### src/hw/drm_defs.vh
`ifndef DRM_DEFS_VH
`define DRM_DEFS_VH
// register byte offsets
`define DRM_A_CTRL      8'h00
`define DRM_A_MIN_IN    8'h04
`define DRM_A_MAX_IN    8'h08
`define DRM_A_FILT      8'h0C
`define DRM_A_LOW_FREQ  8'h10
`define DRM_A_HIGH_FREQ 8'h14
`define DRM_A_FUNC_A    8'h18
`define DRM_A_FUNC_B    8'h1C
`define DRM_A_JOG_FREQ  8'h20
`define DRM_A_PRIMARY   8'h24
`define DRM_A_PRESET0   8'h40
`define DRM_A_PRESET14  8'h78
`define DRM_A_STATUS    8'h80
`define DRM_A_FREQ      8'h84
`define DRM_A_FILT_OUT  8'h88
// control fields
`define DRM_CTRL_CUR    0
`define DRM_CTRL_LODIR  1
`define DRM_CTRL_HIDIR  2
// reset values
`define DRM_RST_MIN     8'h00
`define DRM_RST_MAX     8'h64
`define DRM_RST_FILT    4'h1
`define DRM_RST_LOW     17'h00000
`define DRM_RST_HIGH    17'h01388
`define DRM_RST_FUNC_A  32'h09120706
`define DRM_RST_FUNC_B  32'h00000000
`define DRM_RST_JOG     17'h001F4
`define DRM_RST_PRIM    17'h01388
// limits and scaling
`define DRM_FREQ_MAX    17'h1868C
`define DRM_FILT_MAX    4'hA
`define DRM_MV_STEP     7'h64
`define DRM_CUR_FLOOR   14'h03E8
// timing
`define DRM_CLK_MHZ     25
`define DRM_TICK_US     1000
// one tick is DRM_TICK_US at DRM_CLK_MHZ, held at the counter's width
`define DRM_TICK_CYC    15'h61A8
`endif

### src/hw/drm_io_mapper.v
// How it works
// - Filtered reference below the minimum input is invalid; no frequency comes from it.
// - Reference above the maximum input is clamped to the maximum.
// - Reference passes a low-pass filter, 0 to 1.0 s; longer is slower.
// - Min and max bound the range; current mode uses 4 mA=1 V, 20 mA=5 V.
// - Minimum input gives low-point frequency, 0 to 999.8 Hz in 0.01 Hz.
// - Maximum input gives high-point frequency, default 50 Hz, same range.
// - Low-point direction bit: 0 forward, 1 reverse, default forward.
// - High-point direction bit: 0 forward, 1 reverse, default forward.
// - Low-point frequency may exceed high-point, giving a falling curve.
// - Current mode: input below 4 mA is an invalid reference.
// - Each terminal has a function code; defaults 6, 7, 18, 9, rest 0.
// - Codes: 0 none, 1 jog, 2 jog forward, 3 jog reverse, 5 run.
// - Code 4 selects reverse while active, forward while inactive.
// - Forward plus direction select: on/off forward, on/on reverse, off/off stop.
// - Codes 6, 7, 8 command forward, reverse and stop.
// - Jog uses a jog frequency, normally 5 Hz.
// - Codes 9 to 12 are preset-speed bits selecting one of 15 presets.
// - No bit: primary source; singles 1-4, pairs 5-10, triples 11-14, all 15.
// - Codes 13 to 26 and 32 decode to their functions; others reserved.
// - Two ramp bits pick one of four ramp pairs; both off picks first.
//
// Decided for this implementation: register access over AXI4-Lite and the register addresses.
`include "drm_defs.vh"
`timescale 1ns/10ps
`default_nettype none
module drm_io_mapper #(
  parameter [14:0] TICK_CYCLES = `DRM_TICK_CYC
) (
  input  wire        clk_in,
  input  wire        rst_b_in,
  input  wire [7:0]  s_axi_awaddr_in,
  input  wire        s_axi_awvalid_in,
  output reg         s_axi_awready_out,
  input  wire [31:0] s_axi_wdata_in,
  input  wire [3:0]  s_axi_wstrb_in,
  input  wire        s_axi_wvalid_in,
  output reg         s_axi_wready_out,
  output reg  [1:0]  s_axi_bresp_out,
  output reg         s_axi_bvalid_out,
  input  wire        s_axi_bready_in,
  input  wire [7:0]  s_axi_araddr_in,
  input  wire        s_axi_arvalid_in,
  output reg         s_axi_arready_out,
  output reg  [31:0] s_axi_rdata_out,
  output reg  [1:0]  s_axi_rresp_out,
  output reg         s_axi_rvalid_out,
  input  wire        s_axi_rready_in,
  input  wire [13:0] analog_ref_input_in,
  input  wire [7:0]  terminals_in,
  output reg  [16:0] freq_out,
  output reg         reverse_out,
  output reg         run_out,
  output reg         inching_run_out,
  output reg         ref_valid_out,
  output reg  [3:0]  preset_index_out,
  output reg  [1:0]  ramp_select_out,
  output reg         freq_up_out,
  output reg         freq_down_out,
  output reg         emergency_halt_out,
  output reg         fault_reset_out,
  output reg         regulator_enable_out,
  output reg         sequencer_enable_out,
  output reg         timer_one_start_out,
  output reg         timer_two_start_out,
  output reg         counter_pulse_out,
  output reg         counter_reset_out,
  output reg         pause_out,
  output reg         channel_switch_out,
  output reg         thermistor_out
);
  localparam [0:0] ST_IDLE = 1'b0;
  localparam [0:0] ST_DIV  = 1'b1;

  reg  [2:0]  ctrl_q;
  reg  [7:0]  min_q;
  reg  [7:0]  max_q;
  reg  [3:0]  filt_q;
  reg  [16:0] low_q;
  reg  [16:0] high_q;
  reg  [31:0] func_a_q;
  reg  [31:0] func_b_q;
  reg  [16:0] jog_q;
  reg  [16:0] prim_q;
  reg  [16:0] preset_q [0:14];
  reg         aw_have_q;
  reg         w_have_q;
  reg  [7:0]  awaddr_q;
  reg  [31:0] wdata_q;
  reg  [3:0]  wstrb_q;
  reg  [14:0] tick_cnt_q;
  reg         tick_q;
  reg  [23:0] filt_acc_q;
  reg  [0:0]  state_q;
  reg  [5:0]  bit_cnt_q;
  reg  [31:0] num_q;
  reg  [15:0] rem_q;
  reg  [15:0] den_q;
  reg         neg_q;
  reg  [19:0] base_q;
  reg         span_zero_q;
  reg  [16:0] ana_mag_q;
  reg         ana_neg_q;
  reg  [31:0] rd_d;
  reg         rd_ok_d;
  reg  [31:0] wr_word;
  reg  [16:0] wr_freq;
  reg  [4:0]  shift_d;
  reg  [15:0] rem_d;
  reg  [3:0]  pidx_d;
  reg  [16:0] mag_d;
  integer     i;
  integer     j;

  wire [32:0] func_vec [0:7];
  wire [32:0] act;
  wire [13:0] filt_mv;
  wire [14:0] min_mv;
  wire [14:0] max_mv;
  wire [14:0] x_clamp;
  wire        ref_ok;
  wire [19:0] lo_s;
  wire [19:0] hi_s;
  wire [19:0] diff_s;
  wire [19:0] diff_mag;
  wire [31:0] product;
  wire [20:0] ana_s;
  wire        wr_go;
  wire [7:0]  rd_addr;
  wire [3:0]  pre_off;
  wire [3:0]  pidx_sel;
  wire        jog_any;
  wire        halt_any;
  wire        fwd_cmd;
  wire        rev_cmd;

  // terminal decode: each of 0..7 by its own function code, 0 forward and 1 reverse by default
  genvar g;
  generate
    for (g = 0; g < 8; g = g + 1) begin : g_term
      drm_term_dec u_dec (
        .code_in   ((g < 4) ? func_a_q[8*(g%4) +: 6] : func_b_q[8*(g%4) +: 6]),
        .active_in (terminals_in[g]),
        .func_out  (func_vec[g])
      );
    end
  endgenerate
  assign act = func_vec[0] | func_vec[1] | func_vec[2] | func_vec[3]
             | func_vec[4] | func_vec[5] | func_vec[6] | func_vec[7];

  // bus write path: address and data may arrive in either order
  assign wr_go   = aw_have_q && w_have_q && !s_axi_bvalid_out;
  assign pre_off = awaddr_q[5:2];
  always @* begin
    wr_word = rd_d;
    for (i = 0; i < 4; i = i + 1) begin
      if (wstrb_q[i]) begin
        wr_word[8*i +: 8] = wdata_q[8*i +: 8];
      end
    end
    // out-of-range values in bits 16:0 saturate rather than wrap; bits 31:17 are dropped first
    wr_freq = (wr_word[16:0] > `DRM_FREQ_MAX) ? `DRM_FREQ_MAX : wr_word[16:0];
  end

  always @(posedge clk_in) begin
    if (!rst_b_in) begin
      s_axi_awready_out <= 1'b1;
      s_axi_wready_out  <= 1'b1;
      s_axi_bvalid_out  <= 1'b0;
      s_axi_bresp_out   <= 2'b00;
      aw_have_q <= 1'b0;
      w_have_q  <= 1'b0;
      awaddr_q  <= 8'h00;
      wdata_q   <= 32'h00000000;
      wstrb_q   <= 4'h0;
      ctrl_q    <= 3'h0;
      min_q     <= `DRM_RST_MIN;
      max_q     <= `DRM_RST_MAX;
      filt_q    <= `DRM_RST_FILT;
      low_q     <= `DRM_RST_LOW;
      high_q    <= `DRM_RST_HIGH;
      func_a_q  <= `DRM_RST_FUNC_A;
      func_b_q  <= `DRM_RST_FUNC_B;
      jog_q     <= `DRM_RST_JOG;
      prim_q    <= `DRM_RST_PRIM;
      for (j = 0; j < 15; j = j + 1) begin
        preset_q[j] <= 17'h00000;
      end
    end else begin
      if (s_axi_awvalid_in && s_axi_awready_out) begin
        awaddr_q          <= s_axi_awaddr_in;
        aw_have_q         <= 1'b1;
        s_axi_awready_out <= 1'b0;
      end
      if (s_axi_wvalid_in && s_axi_wready_out) begin
        wdata_q          <= s_axi_wdata_in;
        wstrb_q          <= s_axi_wstrb_in;
        w_have_q         <= 1'b1;
        s_axi_wready_out <= 1'b0;
      end
      if (s_axi_bvalid_out && s_axi_bready_in) begin
        s_axi_bvalid_out  <= 1'b0;
        s_axi_awready_out <= 1'b1;
        s_axi_wready_out  <= 1'b1;
      end
      if (wr_go) begin
        aw_have_q        <= 1'b0;
        w_have_q         <= 1'b0;
        s_axi_bvalid_out <= 1'b1;
        s_axi_bresp_out  <= 2'b00;
        case (awaddr_q)
          `DRM_A_CTRL:      ctrl_q   <= wr_word[2:0];
          `DRM_A_MIN_IN:    min_q    <= wr_word[7:0];
          `DRM_A_MAX_IN:    max_q    <= wr_word[7:0];
          `DRM_A_FILT:      filt_q   <= (wr_word[3:0] > `DRM_FILT_MAX) ? `DRM_FILT_MAX
                                        : wr_word[3:0];
          `DRM_A_LOW_FREQ:  low_q    <= wr_freq;
          `DRM_A_HIGH_FREQ: high_q   <= wr_freq;
          `DRM_A_FUNC_A:    func_a_q <= wr_word & 32'h3F3F3F3F;
          `DRM_A_FUNC_B:    func_b_q <= wr_word & 32'h3F3F3F3F;
          `DRM_A_JOG_FREQ:  jog_q    <= wr_freq;
          `DRM_A_PRIMARY:   prim_q   <= wr_freq;
          default: begin
            if (awaddr_q >= `DRM_A_PRESET0 && awaddr_q <= `DRM_A_PRESET14 && awaddr_q[1:0] == 2'b00) begin
              preset_q[pre_off] <= wr_freq;
            end else if (awaddr_q != `DRM_A_STATUS && awaddr_q != `DRM_A_FREQ
                         && awaddr_q != `DRM_A_FILT_OUT) begin
              s_axi_bresp_out <= 2'b10;
            end
          end
        endcase
      end
    end
  end

  // read mux; the write path reuses it on the latched write address
  assign rd_addr = wr_go ? awaddr_q
                 : (s_axi_arvalid_in && s_axi_arready_out ? s_axi_araddr_in : awaddr_q);
  always @* begin
    rd_d    = 32'h00000000;
    rd_ok_d = 1'b1;
    case (rd_addr)
      `DRM_A_CTRL:      rd_d = {29'h0, ctrl_q};
      `DRM_A_MIN_IN:    rd_d = {24'h0, min_q};
      `DRM_A_MAX_IN:    rd_d = {24'h0, max_q};
      `DRM_A_FILT:      rd_d = {28'h0, filt_q};
      `DRM_A_LOW_FREQ:  rd_d = {15'h0, low_q};
      `DRM_A_HIGH_FREQ: rd_d = {15'h0, high_q};
      `DRM_A_FUNC_A:    rd_d = func_a_q;
      `DRM_A_FUNC_B:    rd_d = func_b_q;
      `DRM_A_JOG_FREQ:  rd_d = {15'h0, jog_q};
      `DRM_A_PRIMARY:   rd_d = {15'h0, prim_q};
      `DRM_A_STATUS:    rd_d = {20'h0, ramp_select_out, preset_index_out, ana_neg_q,
                                ref_valid_out, inching_run_out, reverse_out, run_out,
                                emergency_halt_out};
      `DRM_A_FREQ:      rd_d = {15'h0, freq_out};
      `DRM_A_FILT_OUT:  rd_d = {18'h0, filt_mv};
      default: begin
        if (rd_addr >= `DRM_A_PRESET0 && rd_addr <= `DRM_A_PRESET14 && rd_addr[1:0] == 2'b00) begin
          rd_d = {15'h0, preset_q[rd_addr[5:2]]};
        end else begin
          rd_ok_d = 1'b0;
        end
      end
    endcase
  end

  always @(posedge clk_in) begin
    if (!rst_b_in) begin
      s_axi_arready_out <= 1'b1;
      s_axi_rvalid_out  <= 1'b0;
      s_axi_rdata_out   <= 32'h00000000;
      s_axi_rresp_out   <= 2'b00;
    end else if (s_axi_rvalid_out) begin
      if (s_axi_rready_in) begin
        s_axi_rvalid_out  <= 1'b0;
        s_axi_arready_out <= 1'b1;
      end
    end else if (s_axi_arvalid_in && s_axi_arready_out && !wr_go) begin
      s_axi_arready_out <= 1'b0;
      s_axi_rvalid_out  <= 1'b1;
      s_axi_rdata_out   <= rd_d;
      s_axi_rresp_out   <= rd_ok_d ? 2'b00 : 2'b10;
    end
  end

  // filter tick and first-order low-pass on the reference
  always @* begin
    case (filt_q)
      4'h0: shift_d = 5'd0;
      4'h1: shift_d = 5'd7;
      4'h2: shift_d = 5'd8;
      4'h3: shift_d = 5'd8;
      4'h4: shift_d = 5'd9;
      4'h5: shift_d = 5'd9;
      default: shift_d = 5'd10;
    endcase
  end
  always @(posedge clk_in) begin
    if (!rst_b_in) begin
      tick_cnt_q <= 15'h0000;
      tick_q     <= 1'b0;
      filt_acc_q <= 24'h000000;
    end else begin
      tick_q <= (tick_cnt_q == TICK_CYCLES - 15'h0001);
      tick_cnt_q <= (tick_cnt_q == TICK_CYCLES - 15'h0001) ? 15'h0000 : tick_cnt_q + 15'h0001;
      if (tick_q) begin
        // shift approximates a time constant of filt_q tenths of a second in 1 ms steps
        if (shift_d == 5'd0) begin
          filt_acc_q <= {analog_ref_input_in, 10'h000};
        end else begin
          filt_acc_q <= filt_acc_q + (({analog_ref_input_in, 10'h000} >> shift_d)
                        - (filt_acc_q >> shift_d));
        end
      end
    end
  end
  assign filt_mv = filt_acc_q[23:10];

  // scaling: all points in millivolts on the internal scale
  assign min_mv  = min_q * `DRM_MV_STEP;
  assign max_mv  = max_q * `DRM_MV_STEP;
  assign ref_ok  = ({1'b0, filt_mv} >= min_mv)
                 && !(ctrl_q[`DRM_CTRL_CUR] && filt_mv < `DRM_CUR_FLOOR);
  assign x_clamp = ({1'b0, filt_mv} > max_mv) ? max_mv : {1'b0, filt_mv};
  assign lo_s    = ctrl_q[`DRM_CTRL_LODIR] ? -{3'b000, low_q} : {3'b000, low_q};
  assign hi_s    = ctrl_q[`DRM_CTRL_HIDIR] ? -{3'b000, high_q} : {3'b000, high_q};
  assign diff_s  = hi_s - lo_s;
  assign diff_mag = diff_s[19] ? -diff_s : diff_s;
  assign product = diff_mag * {17'h00000, x_clamp - min_mv};

  // sequential divide gives |hi-lo|*(x-min)/(max-min), 32 steps per tick
  always @* begin
    rem_d = {rem_q[14:0], num_q[31]};
  end
  always @(posedge clk_in) begin
    if (!rst_b_in) begin
      state_q     <= ST_IDLE;
      bit_cnt_q   <= 6'h00;
      num_q       <= 32'h00000000;
      rem_q       <= 16'h0000;
      den_q       <= 16'h0000;
      neg_q       <= 1'b0;
      base_q      <= 20'h00000;
      span_zero_q <= 1'b0;
      ana_mag_q   <= 17'h00000;
      ana_neg_q   <= 1'b0;
      ref_valid_out <= 1'b0;
    end else begin
      case (state_q)
        ST_IDLE: begin
          if (tick_q) begin
            num_q       <= product;
            rem_q       <= 16'h0000;
            den_q       <= {1'b0, max_mv - min_mv};
            span_zero_q <= (max_mv <= min_mv);
            neg_q       <= diff_s[19];
            base_q      <= lo_s;
            bit_cnt_q   <= 6'h00;
            ref_valid_out <= ref_ok;
            state_q     <= ST_DIV;
          end
        end
        ST_DIV: begin
          if (rem_d >= den_q) begin
            rem_q <= rem_d - den_q;
            num_q <= {num_q[30:0], 1'b1};
          end else begin
            rem_q <= rem_d;
            num_q <= {num_q[30:0], 1'b0};
          end
          bit_cnt_q <= bit_cnt_q + 6'h01;
          if (bit_cnt_q == 6'h1F) begin
            state_q <= ST_IDLE;
          end
        end
        default: state_q <= ST_IDLE;
      endcase
      if (state_q == ST_DIV && bit_cnt_q == 6'h20 - 6'h01) begin
        // a degenerate span falls back to the high point
        ana_mag_q <= span_zero_q ? (hi_s[19] ? -hi_s[16:0] : hi_s[16:0])
                   : (ana_s[20] ? -ana_s[16:0] : ana_s[16:0]);
        ana_neg_q <= span_zero_q ? hi_s[19] : ana_s[20];
      end
    end
  end
  assign ana_s = {base_q[19], base_q}
               + (neg_q ? -{1'b0, num_q[18:0], (rem_d >= den_q)}
                        : {1'b0, num_q[18:0], (rem_d >= den_q)});

  // command decode from the terminal functions
  assign jog_any  = act[1] | act[2] | act[3];
  assign halt_any = act[8] | act[17];
  assign fwd_cmd  = act[6] | act[5] | jog_any;
  assign rev_cmd  = act[7];
  assign pidx_sel = {act[12], act[11], act[10], act[9]};
  always @* begin
    case (pidx_sel)
      4'h0: pidx_d = 4'h0;
      4'h1: pidx_d = 4'h1;
      4'h2: pidx_d = 4'h2;
      4'h4: pidx_d = 4'h3;
      4'h8: pidx_d = 4'h4;
      4'h3: pidx_d = 4'h5;
      4'h5: pidx_d = 4'h6;
      4'h9: pidx_d = 4'h7;
      4'h6: pidx_d = 4'h8;
      4'hA: pidx_d = 4'h9;
      4'hC: pidx_d = 4'hA;
      4'h7: pidx_d = 4'hB;
      4'hB: pidx_d = 4'hC;
      4'hD: pidx_d = 4'hD;
      4'hE: pidx_d = 4'hE;
      default: pidx_d = 4'hF;
    endcase
    if (jog_any) begin
      mag_d = jog_q;
    end else if (pidx_d != 4'h0) begin
      mag_d = preset_q[pidx_d - 4'h1];
    end else if (ref_valid_out) begin
      mag_d = ana_mag_q;
    end else begin
      mag_d = prim_q;
    end
  end

  always @(posedge clk_in) begin
    if (!rst_b_in) begin
      freq_out             <= 17'h00000;
      reverse_out          <= 1'b0;
      run_out              <= 1'b0;
      inching_run_out      <= 1'b0;
      preset_index_out     <= 4'h0;
      ramp_select_out      <= 2'h0;
      freq_up_out          <= 1'b0;
      freq_down_out        <= 1'b0;
      emergency_halt_out   <= 1'b0;
      fault_reset_out      <= 1'b0;
      regulator_enable_out <= 1'b0;
      sequencer_enable_out <= 1'b0;
      timer_one_start_out  <= 1'b0;
      timer_two_start_out  <= 1'b0;
      counter_pulse_out    <= 1'b0;
      counter_reset_out    <= 1'b0;
      pause_out            <= 1'b0;
      channel_switch_out   <= 1'b0;
      thermistor_out       <= 1'b0;
    end else begin
      freq_out         <= mag_d;
      // direction select alone still runs, in reverse
      run_out          <= !halt_any && (fwd_cmd | rev_cmd | act[4]);
      reverse_out      <= jog_any ? (act[3] & ~act[2])
                        : ((rev_cmd & ~act[6]) | act[4])
                          ^ (pidx_d == 4'h0 && ref_valid_out && ana_neg_q);
      inching_run_out  <= jog_any && !halt_any;
      preset_index_out <= pidx_d;
      ramp_select_out  <= {act[14], act[13]};
      freq_up_out          <= act[15];
      freq_down_out        <= act[16];
      emergency_halt_out   <= act[17];
      fault_reset_out      <= act[18];
      regulator_enable_out <= act[19];
      sequencer_enable_out <= act[20];
      timer_one_start_out  <= act[21];
      timer_two_start_out  <= act[22];
      counter_pulse_out    <= act[23];
      counter_reset_out    <= act[24];
      pause_out            <= act[25];
      channel_switch_out   <= act[26];
      thermistor_out       <= act[32];
    end
  end
endmodule // drm_io_mapper
`default_nettype wire

### src/hw/drm_term_dec.v
`timescale 1ns/10ps
`default_nettype none
// one-hot decode of a terminal's function code, gated by the terminal level
module drm_term_dec (
  input  wire [5:0]  code_in,
  input  wire        active_in,
  output wire [32:0] func_out
);
  // reserved codes 27..31 and anything above 32 decode to nothing
  wire usable;
  assign usable   = active_in && (code_in <= 6'h1A || code_in == 6'h20);
  assign func_out = usable ? (33'h000000001 << code_in) : 33'h000000000;
endmodule // drm_term_dec
`default_nettype wire

### config.mk
export PLATFORM = sky130hd
export DESIGN_NAME = drm_io_mapper
export DESIGN_NICKNAME = d
export VERILOG_FILES = /design/src/hw/drm_io_mapper.v /design/src/hw/drm_term_dec.v
export VERILOG_INCLUDE_DIRS = /design/src /design/src/hw
export SDC_FILE = /design/constraint.sdc
export NUM_CORES = 2
export LEC_CHECK = 0
export ABC_AREA = 1
export BUFFER_PORTS_ARGS = -buffer_cell sky130_fd_sc_hd__buf_2
export CAP_MARGIN = 5
export CORE_MARGIN = 10
export CORE_UTILIZATION = 50
export DETAILED_ROUTE_END_ITERATION = 7
export PLACE_DENSITY_LB_ADDON = 0.1
export SLEW_MARGIN = 20
export SYNTH_ARGS = -nofsm -noshare
export SYNTH_HDL_FRONTEND = slang
export SYNTH_SLANG_ARGS = --single-unit
### constraint.sdc
create_clock -name clk_in -period 28.1 [get_ports clk_in]
set_input_delay 1.405 -clock clk_in [delete_from_list [all_inputs] [get_ports clk_in]]
set_output_delay 1.405 -clock clk_in [all_outputs]
set_load 0.01 [all_outputs]
======== Word level (Yosys, flattened, before mapping) ========
Memories as Yosys holds them, arrays and structs flattened.
Index checks and enable logic that the tools add are counted.
word-level totals
  output and inout bits ................... 81
  bits in registers ....................... 411
  logic and storage cells ................. 308
  ROM bits ................................ 64
  memories ................................ 2
  memory bits (writable) .................. 255
  input port bits ......................... 81
memory list
  name              words  width  read ports  clocked after Yosys merged registers in  write ports  RTL line             source
  preset_q          15     17     2           0                                        15           drm_io_mapper.v:85   reg [16:0] preset_q [0:14];
  (name not given)  16     4      1           0                                        0            drm_io_mapper.v:398  case (pidx_sel)
cells by class
  order comparisons ....................... 19
  eq/ne operators ......................... 41
  $add $sub $neg .......................... 16
  shifts and indexed selects .............. 10
  mux-type cells .......................... 67
  multipliers ............................. 3
  reductions and logical operators ........ 71
  bitwise operators ....................... 23
operators by type and width
  cell                  count
  $pmux 30 s13          1
  $mux 33               8
  $shl 1x6->33 const A  8
  $or 33x33->33         7
  $mux 17               9
  $eq 8x5->1 const B    8
  $pmux 32 s2           1
  $mux 20               3
  $eq 6x6->1 const B    8
  $le 6x5->1 const B    8
  $shr 24x5->24         2
  $mux 15               3
  $sub 15x15->15        3
  $neg 17->20           2
  $neg 17->17           2
  $eq 8x4->1 const B    4
  $eq 8x6->1 const B    4
  $mul 20x15->32        1
  $mux 32               1
  $mux 8                4
  $pmux 15 s2           1
  $logic_and 1x1->1     28
  $mul 8x5->13 const B  2
  $reduce_and 2->1      13
  other kinds (53)      119

======== Depth between registers and ports, before layout ========
  depth after elaboration ................. 17
  mapped depth ............................ 58

======== Hierarchy ========
A second synthesis with hierarchy kept.
second synthesis, totals
  cells, all modules ...................... 8,147
  area, all modules ....................... 57,106.0 um^2
modules (own cells, without submodules)
  module         cells each  seq. area each (um^2)  instances  area each (um^2)
  drm_io_mapper  7,299       16,235.6               1          52,741.8
  drm_term_dec   106         0.0                    8          545.5

======== Worst setup path before layout ========
OpenSTA, ideal clock, no wires.
  kind .................................... reg-to-reg
  start ................................... register max_q[2]
  end ..................................... register num_q[31]
  data required time ...................... 27.968 ns
  data arrival time ....................... 10.754 ns
  library setup time ...................... 0.132 ns
  setup slack ............................. 17.214 ns
  path buffers ............................ 1
  period minus slack after synthesis ...... 10.886 ns
  cell stages (with the launch flop) ...... 56
  cells stage by stage .................... dfxtp_1 > ha_1 > ha_1 > fa_1 > ha_1 > nand2_1 > inv_1 > o21ai_0 > nand2_1 > xor2_1 > inv_1 > ha_1 > nand2_1 > nor3_1 > nor2_1 > o21ai_0 > a21oi_1 > nor2_1 > [... 20 more ...] > inv_1 > fa_1 > inv_1 > ha_1 > a21oi_1 > o21a_1 > nor2_1 > nor2_1 > nor2_1 > a2111oi_0 > a21o_1 > nand2_1 > inv_1 > nand2_1 > nand2_1 > nand2_1 > nand3_1 > a21oi_1
on the way
  cells in the longest elaborated chain, start to end .. 7
ends and longest elaborated chain
  item                      RTL line             source
  start, declared           drm_io_mapper.v:77   reg [7:0] max_q;
  start signal, assigned    drm_io_mapper.v:178  max_q <= `DRM_RST_MAX;
  start signal, assigned    drm_io_mapper.v:214  `DRM_A_MAX_IN: max_q <= wr_word[7:0];
  $mul 8x5->13 (no line) *  --
  $gt 14x15->1              drm_io_mapper.v:325  assign x_clamp = ({1'b0, filt_mv} > max_mv) ? max_mv : {1'b0, filt_mv};
  $mux 15 *                 drm_io_mapper.v:325
  $sub 15x15->15 *          drm_io_mapper.v:330  assign product = diff_mag * {17'h00000, x_clamp - min_mv};
  $mul 20x15->32 *          drm_io_mapper.v:330
  $mux 32 *                 drm_io_mapper.v:352  if (tick_q) begin
  $pmux 32 s2 *             drm_io_mapper.v:350  case (state_q)
  end signal, assigned      drm_io_mapper.v:353  num_q <= product;
  end signal, assigned      drm_io_mapper.v:367  num_q <= {num_q[30:0], 1'b1};
  end signal, assigned      drm_io_mapper.v:370  num_q <= {num_q[30:0], 1'b0};
  end, declared             drm_io_mapper.v:96   reg [31:0] num_q;
Mark *: on every way between the ends. The rest lies on a longest branch, timed or not. The select of a mux whose other input is x is not followed.
A chain may end at the register's enable or synchronous reset.

======== Worst setup path in the final report ========
  start ................................... register max_q[2]
  end ..................................... register num_q[28]
The elaborated chain is that of the path after synthesis.

==> impl_metrics.yaml <==
status:
  status: "completed"
route:
  via_per_inst: 5.80
  wl_um: 219000
  drcViolationCount: 0
  drt-initial-drc-count: 6082
  wl_per_cell_um: 23.0
  via_count: 55200
  firstDrtPassIters: 6
  drtAntennaViolNets: 0
clocking:
  ctsResizeCount: 0
  insertion_delay_ns: 0.70
  cts_setup_buffers: 0
  clk_pin_slew_worst_paths_ns: 0.06
  ctsHoldBuffers: 0
  root_buffer: "clkbuf_16"
  clkSinkCount: 675
  tritoncts: "built"
  cts_max_path_buffers: 3
  h-tree-depth: 3
  cts_buffers: 82
die:
  dieWidth_um: 353
  row_count: 122
  ios: 162
  initial_core_util_pct: 50.3
  die_h_um: 353
  dieArea_um2: 125000
  core_area_um2: 110000
sta:
  timing.hold.ws_ns: 0.450
  worst_pin_slew_ns: 1.21
  post-route-period-util_pct: 45.2
  rsz0062_at_grt: "false"
  setup_slack_ns: 15.41
  maxSlewViolCount: 0
  max_freq_mhz: 78.8
  final_hold_viol_count: 0
  period_needed_ns: 12.69
  max-slew-margin-rel_pct: 18.9
  tns_ns: 0
  setup_viol: 0
  skew_ns: 0.0425
worst_setup_path:
  cp_common_cell: "nand2_1"
  cp.required_ns: 28.67
  crit_path_max_incr_delay_ns: 0.61
  slowest_stage: "clkinv_1"
  cp_max_fo: 23
  criticalPathCategory: "reg -> reg"
  startpoint_type: "flip-flop"
  cp-end-kind: "flip-flop"
  critical_path_arrival_ns: 13.26
power_and_ir_drop:
  leakagePower_nw: 27.9
  finalPower_mw: 2.83
  vdd_drop_max_v: 0.0000489
  p_per_area_nw_per_um2: 47.1
logic_synthesis:
  synth.most_common_cell: "nand2_1"
  ys_top_cells_by_count: "nand2_1 (1781), inv_1 (1144), nor2_1 (972)"
  synth_top_area_cell: "edfxtp_1"
  syn_area_per_cell_um2: 6.94
  synth_seq_area_share_pct: 29.3
  synth_top_area_share_pct: 14.7
  synth_cell_types: 67
  async_flop_share_pct: 0
  yosys_warnings: 0
  synth_area_leaders: "edfxtp_1 (15%), dfxtp_1 (15%), nand2_1 (12%), fa_1 (9.5%), inv_1 (7.7%)"
  synth_edf_count: 272
  synth_ff_type: "dfxtp_1"
  ys_seq_elements: 675
  synthCells: 7995
  syn_area_um2: 55500
final_layout:
  diodes: 0
  layout.nets: 8589
  final_layout_size_suffix_gt1_share_pct: 6.03
  seq_area_um2: 16200
  fillerInstances: 11000
  multi_input_area_um2: 33400
  syn2layout_area_growth_pct: 8.51
global_routing:
  grt_max_degree: 137
  grt_pass1_wl_um: 327000
  antenna_found_initial: 5
  grt_overflow: 0
  grt_pass1_vias: 52600
  grt_use_total_pct: 34.0
placed_design:
  post-place-ws_ns: 15.26
  gp_congestion: 0.993
  io_buffers: 151
  place_hpwl_um: 163000
job:
  maxCapViolCount: 0
worst_hold_path:
  hp-class: "reg -> reg"
## worst max-delay path, delay by kind of cell (launching register included)
family / cells / cell delay, ns
adder cells (fa/ha/maj): 14 / 5.83
buffers and inverters: 6 / 0.92
AO/OA/AOI/OAI: 14 / 2.75
flip-flops: 1 / 0.54
AND/OR/NAND/NOR: 12 / 1.72
XOR/XNOR: 3 / 0.80
## layer usage
layer / track usage [%] / wire [um]
met1: 43.4 / 85900
met2: 52.4 / 94700
met3: 8.12 / 24100
met4: 19.3 / 14300
met5: 0 / 27
## metrics by stage
stage	std cells	util, %	cell area (um^2)
finish	9527	54.5	60200
floorplan	8017	-	55500
detailed placement	9373	51.9	57300
global route	9527	54.5	60200
CTS	9527	54.5	60200
global placement	9373	51.9	57300
## cell usage in the layout (no fill, tap or decap), types with 45 or more instances in the layout
cell type,instances
nand3_1,641
nor3_1,101
a31oi_1,68
edfxtp_1,272
o21ai_0,483
clkbuf_16,84
a21oi_1,530
nand3b_1,53
buf_2,150
fa_1,264
nand4_1,89
nand2_1,1773
nor2_1,966
ha_1,274
inv_1,1143
dfxtp_1,403
xor2_1,108
o211ai_1,47
o22ai_1,45
buf_4,78
## path summary, 6_finish.rpt
path,to,from,slack [ns],cells after the start
hold reg to reg,tick_cnt_q[0],tick_cnt_q[0],0.45,1
hold / removal,tick_cnt_q[0],tick_cnt_q[0],0.45,1
setup / recovery,num_q[28],max_q[2],15.41,49
setup reg to reg,num_q[28],max_q[2],15.41,49
## state kept, by name, summed over array words and instances (netlist names), 6 cells and up
name	count
max_q	8
tick_cnt_q	15
bit_cnt_q	6
func_a_q	24
num_q	32
jog_q	17
min_q	8
filt_acc_q	24
den_q	13
prim_q	17
ana_mag_q	17
freq_out	17
wdata_q	28
rem_q	15
func_b_q	24
awaddr_q	8
preset_q	272
base_q	20
low_q	17
high_q	17
s_axi_rdata_out	28
## final cells by class
| cell class | instances | share of cell area (%) |
|---|---|---|
| multi-input cells | 5790 | 55.5 |
| flip-flops and latches | 675 | 27.0 |
| inverters | 1191 | 7.44 |
| clock buffers | 116 | 3.99 |
| well taps | 1488 | 3.09 |
| repair buffers | 229 | 2.24 |
| clock inverters | 38 | 0.742 |
## kinds of logic (layout without fill, tap and decap cells)
group	count (synthesis)	count (layout)	synth area share (%)
fa+ha+maj	539	539	15.7
simple gates	3742	3742	28.3
xor+xnor	144	144	2.27
compound gates	1338	1338	13.5
mux	4	4	0.0722
other cells	1	23	0.00676
buf+inv	1552	1574	10.9
flops	675	675	29.3
## where the power goes
group	switching [mW]	internal (mW)
logic	0.474	0.164
registers	0.0183	1.05
clock network	0.477	0.650
(Power assumes the default switching activity.)
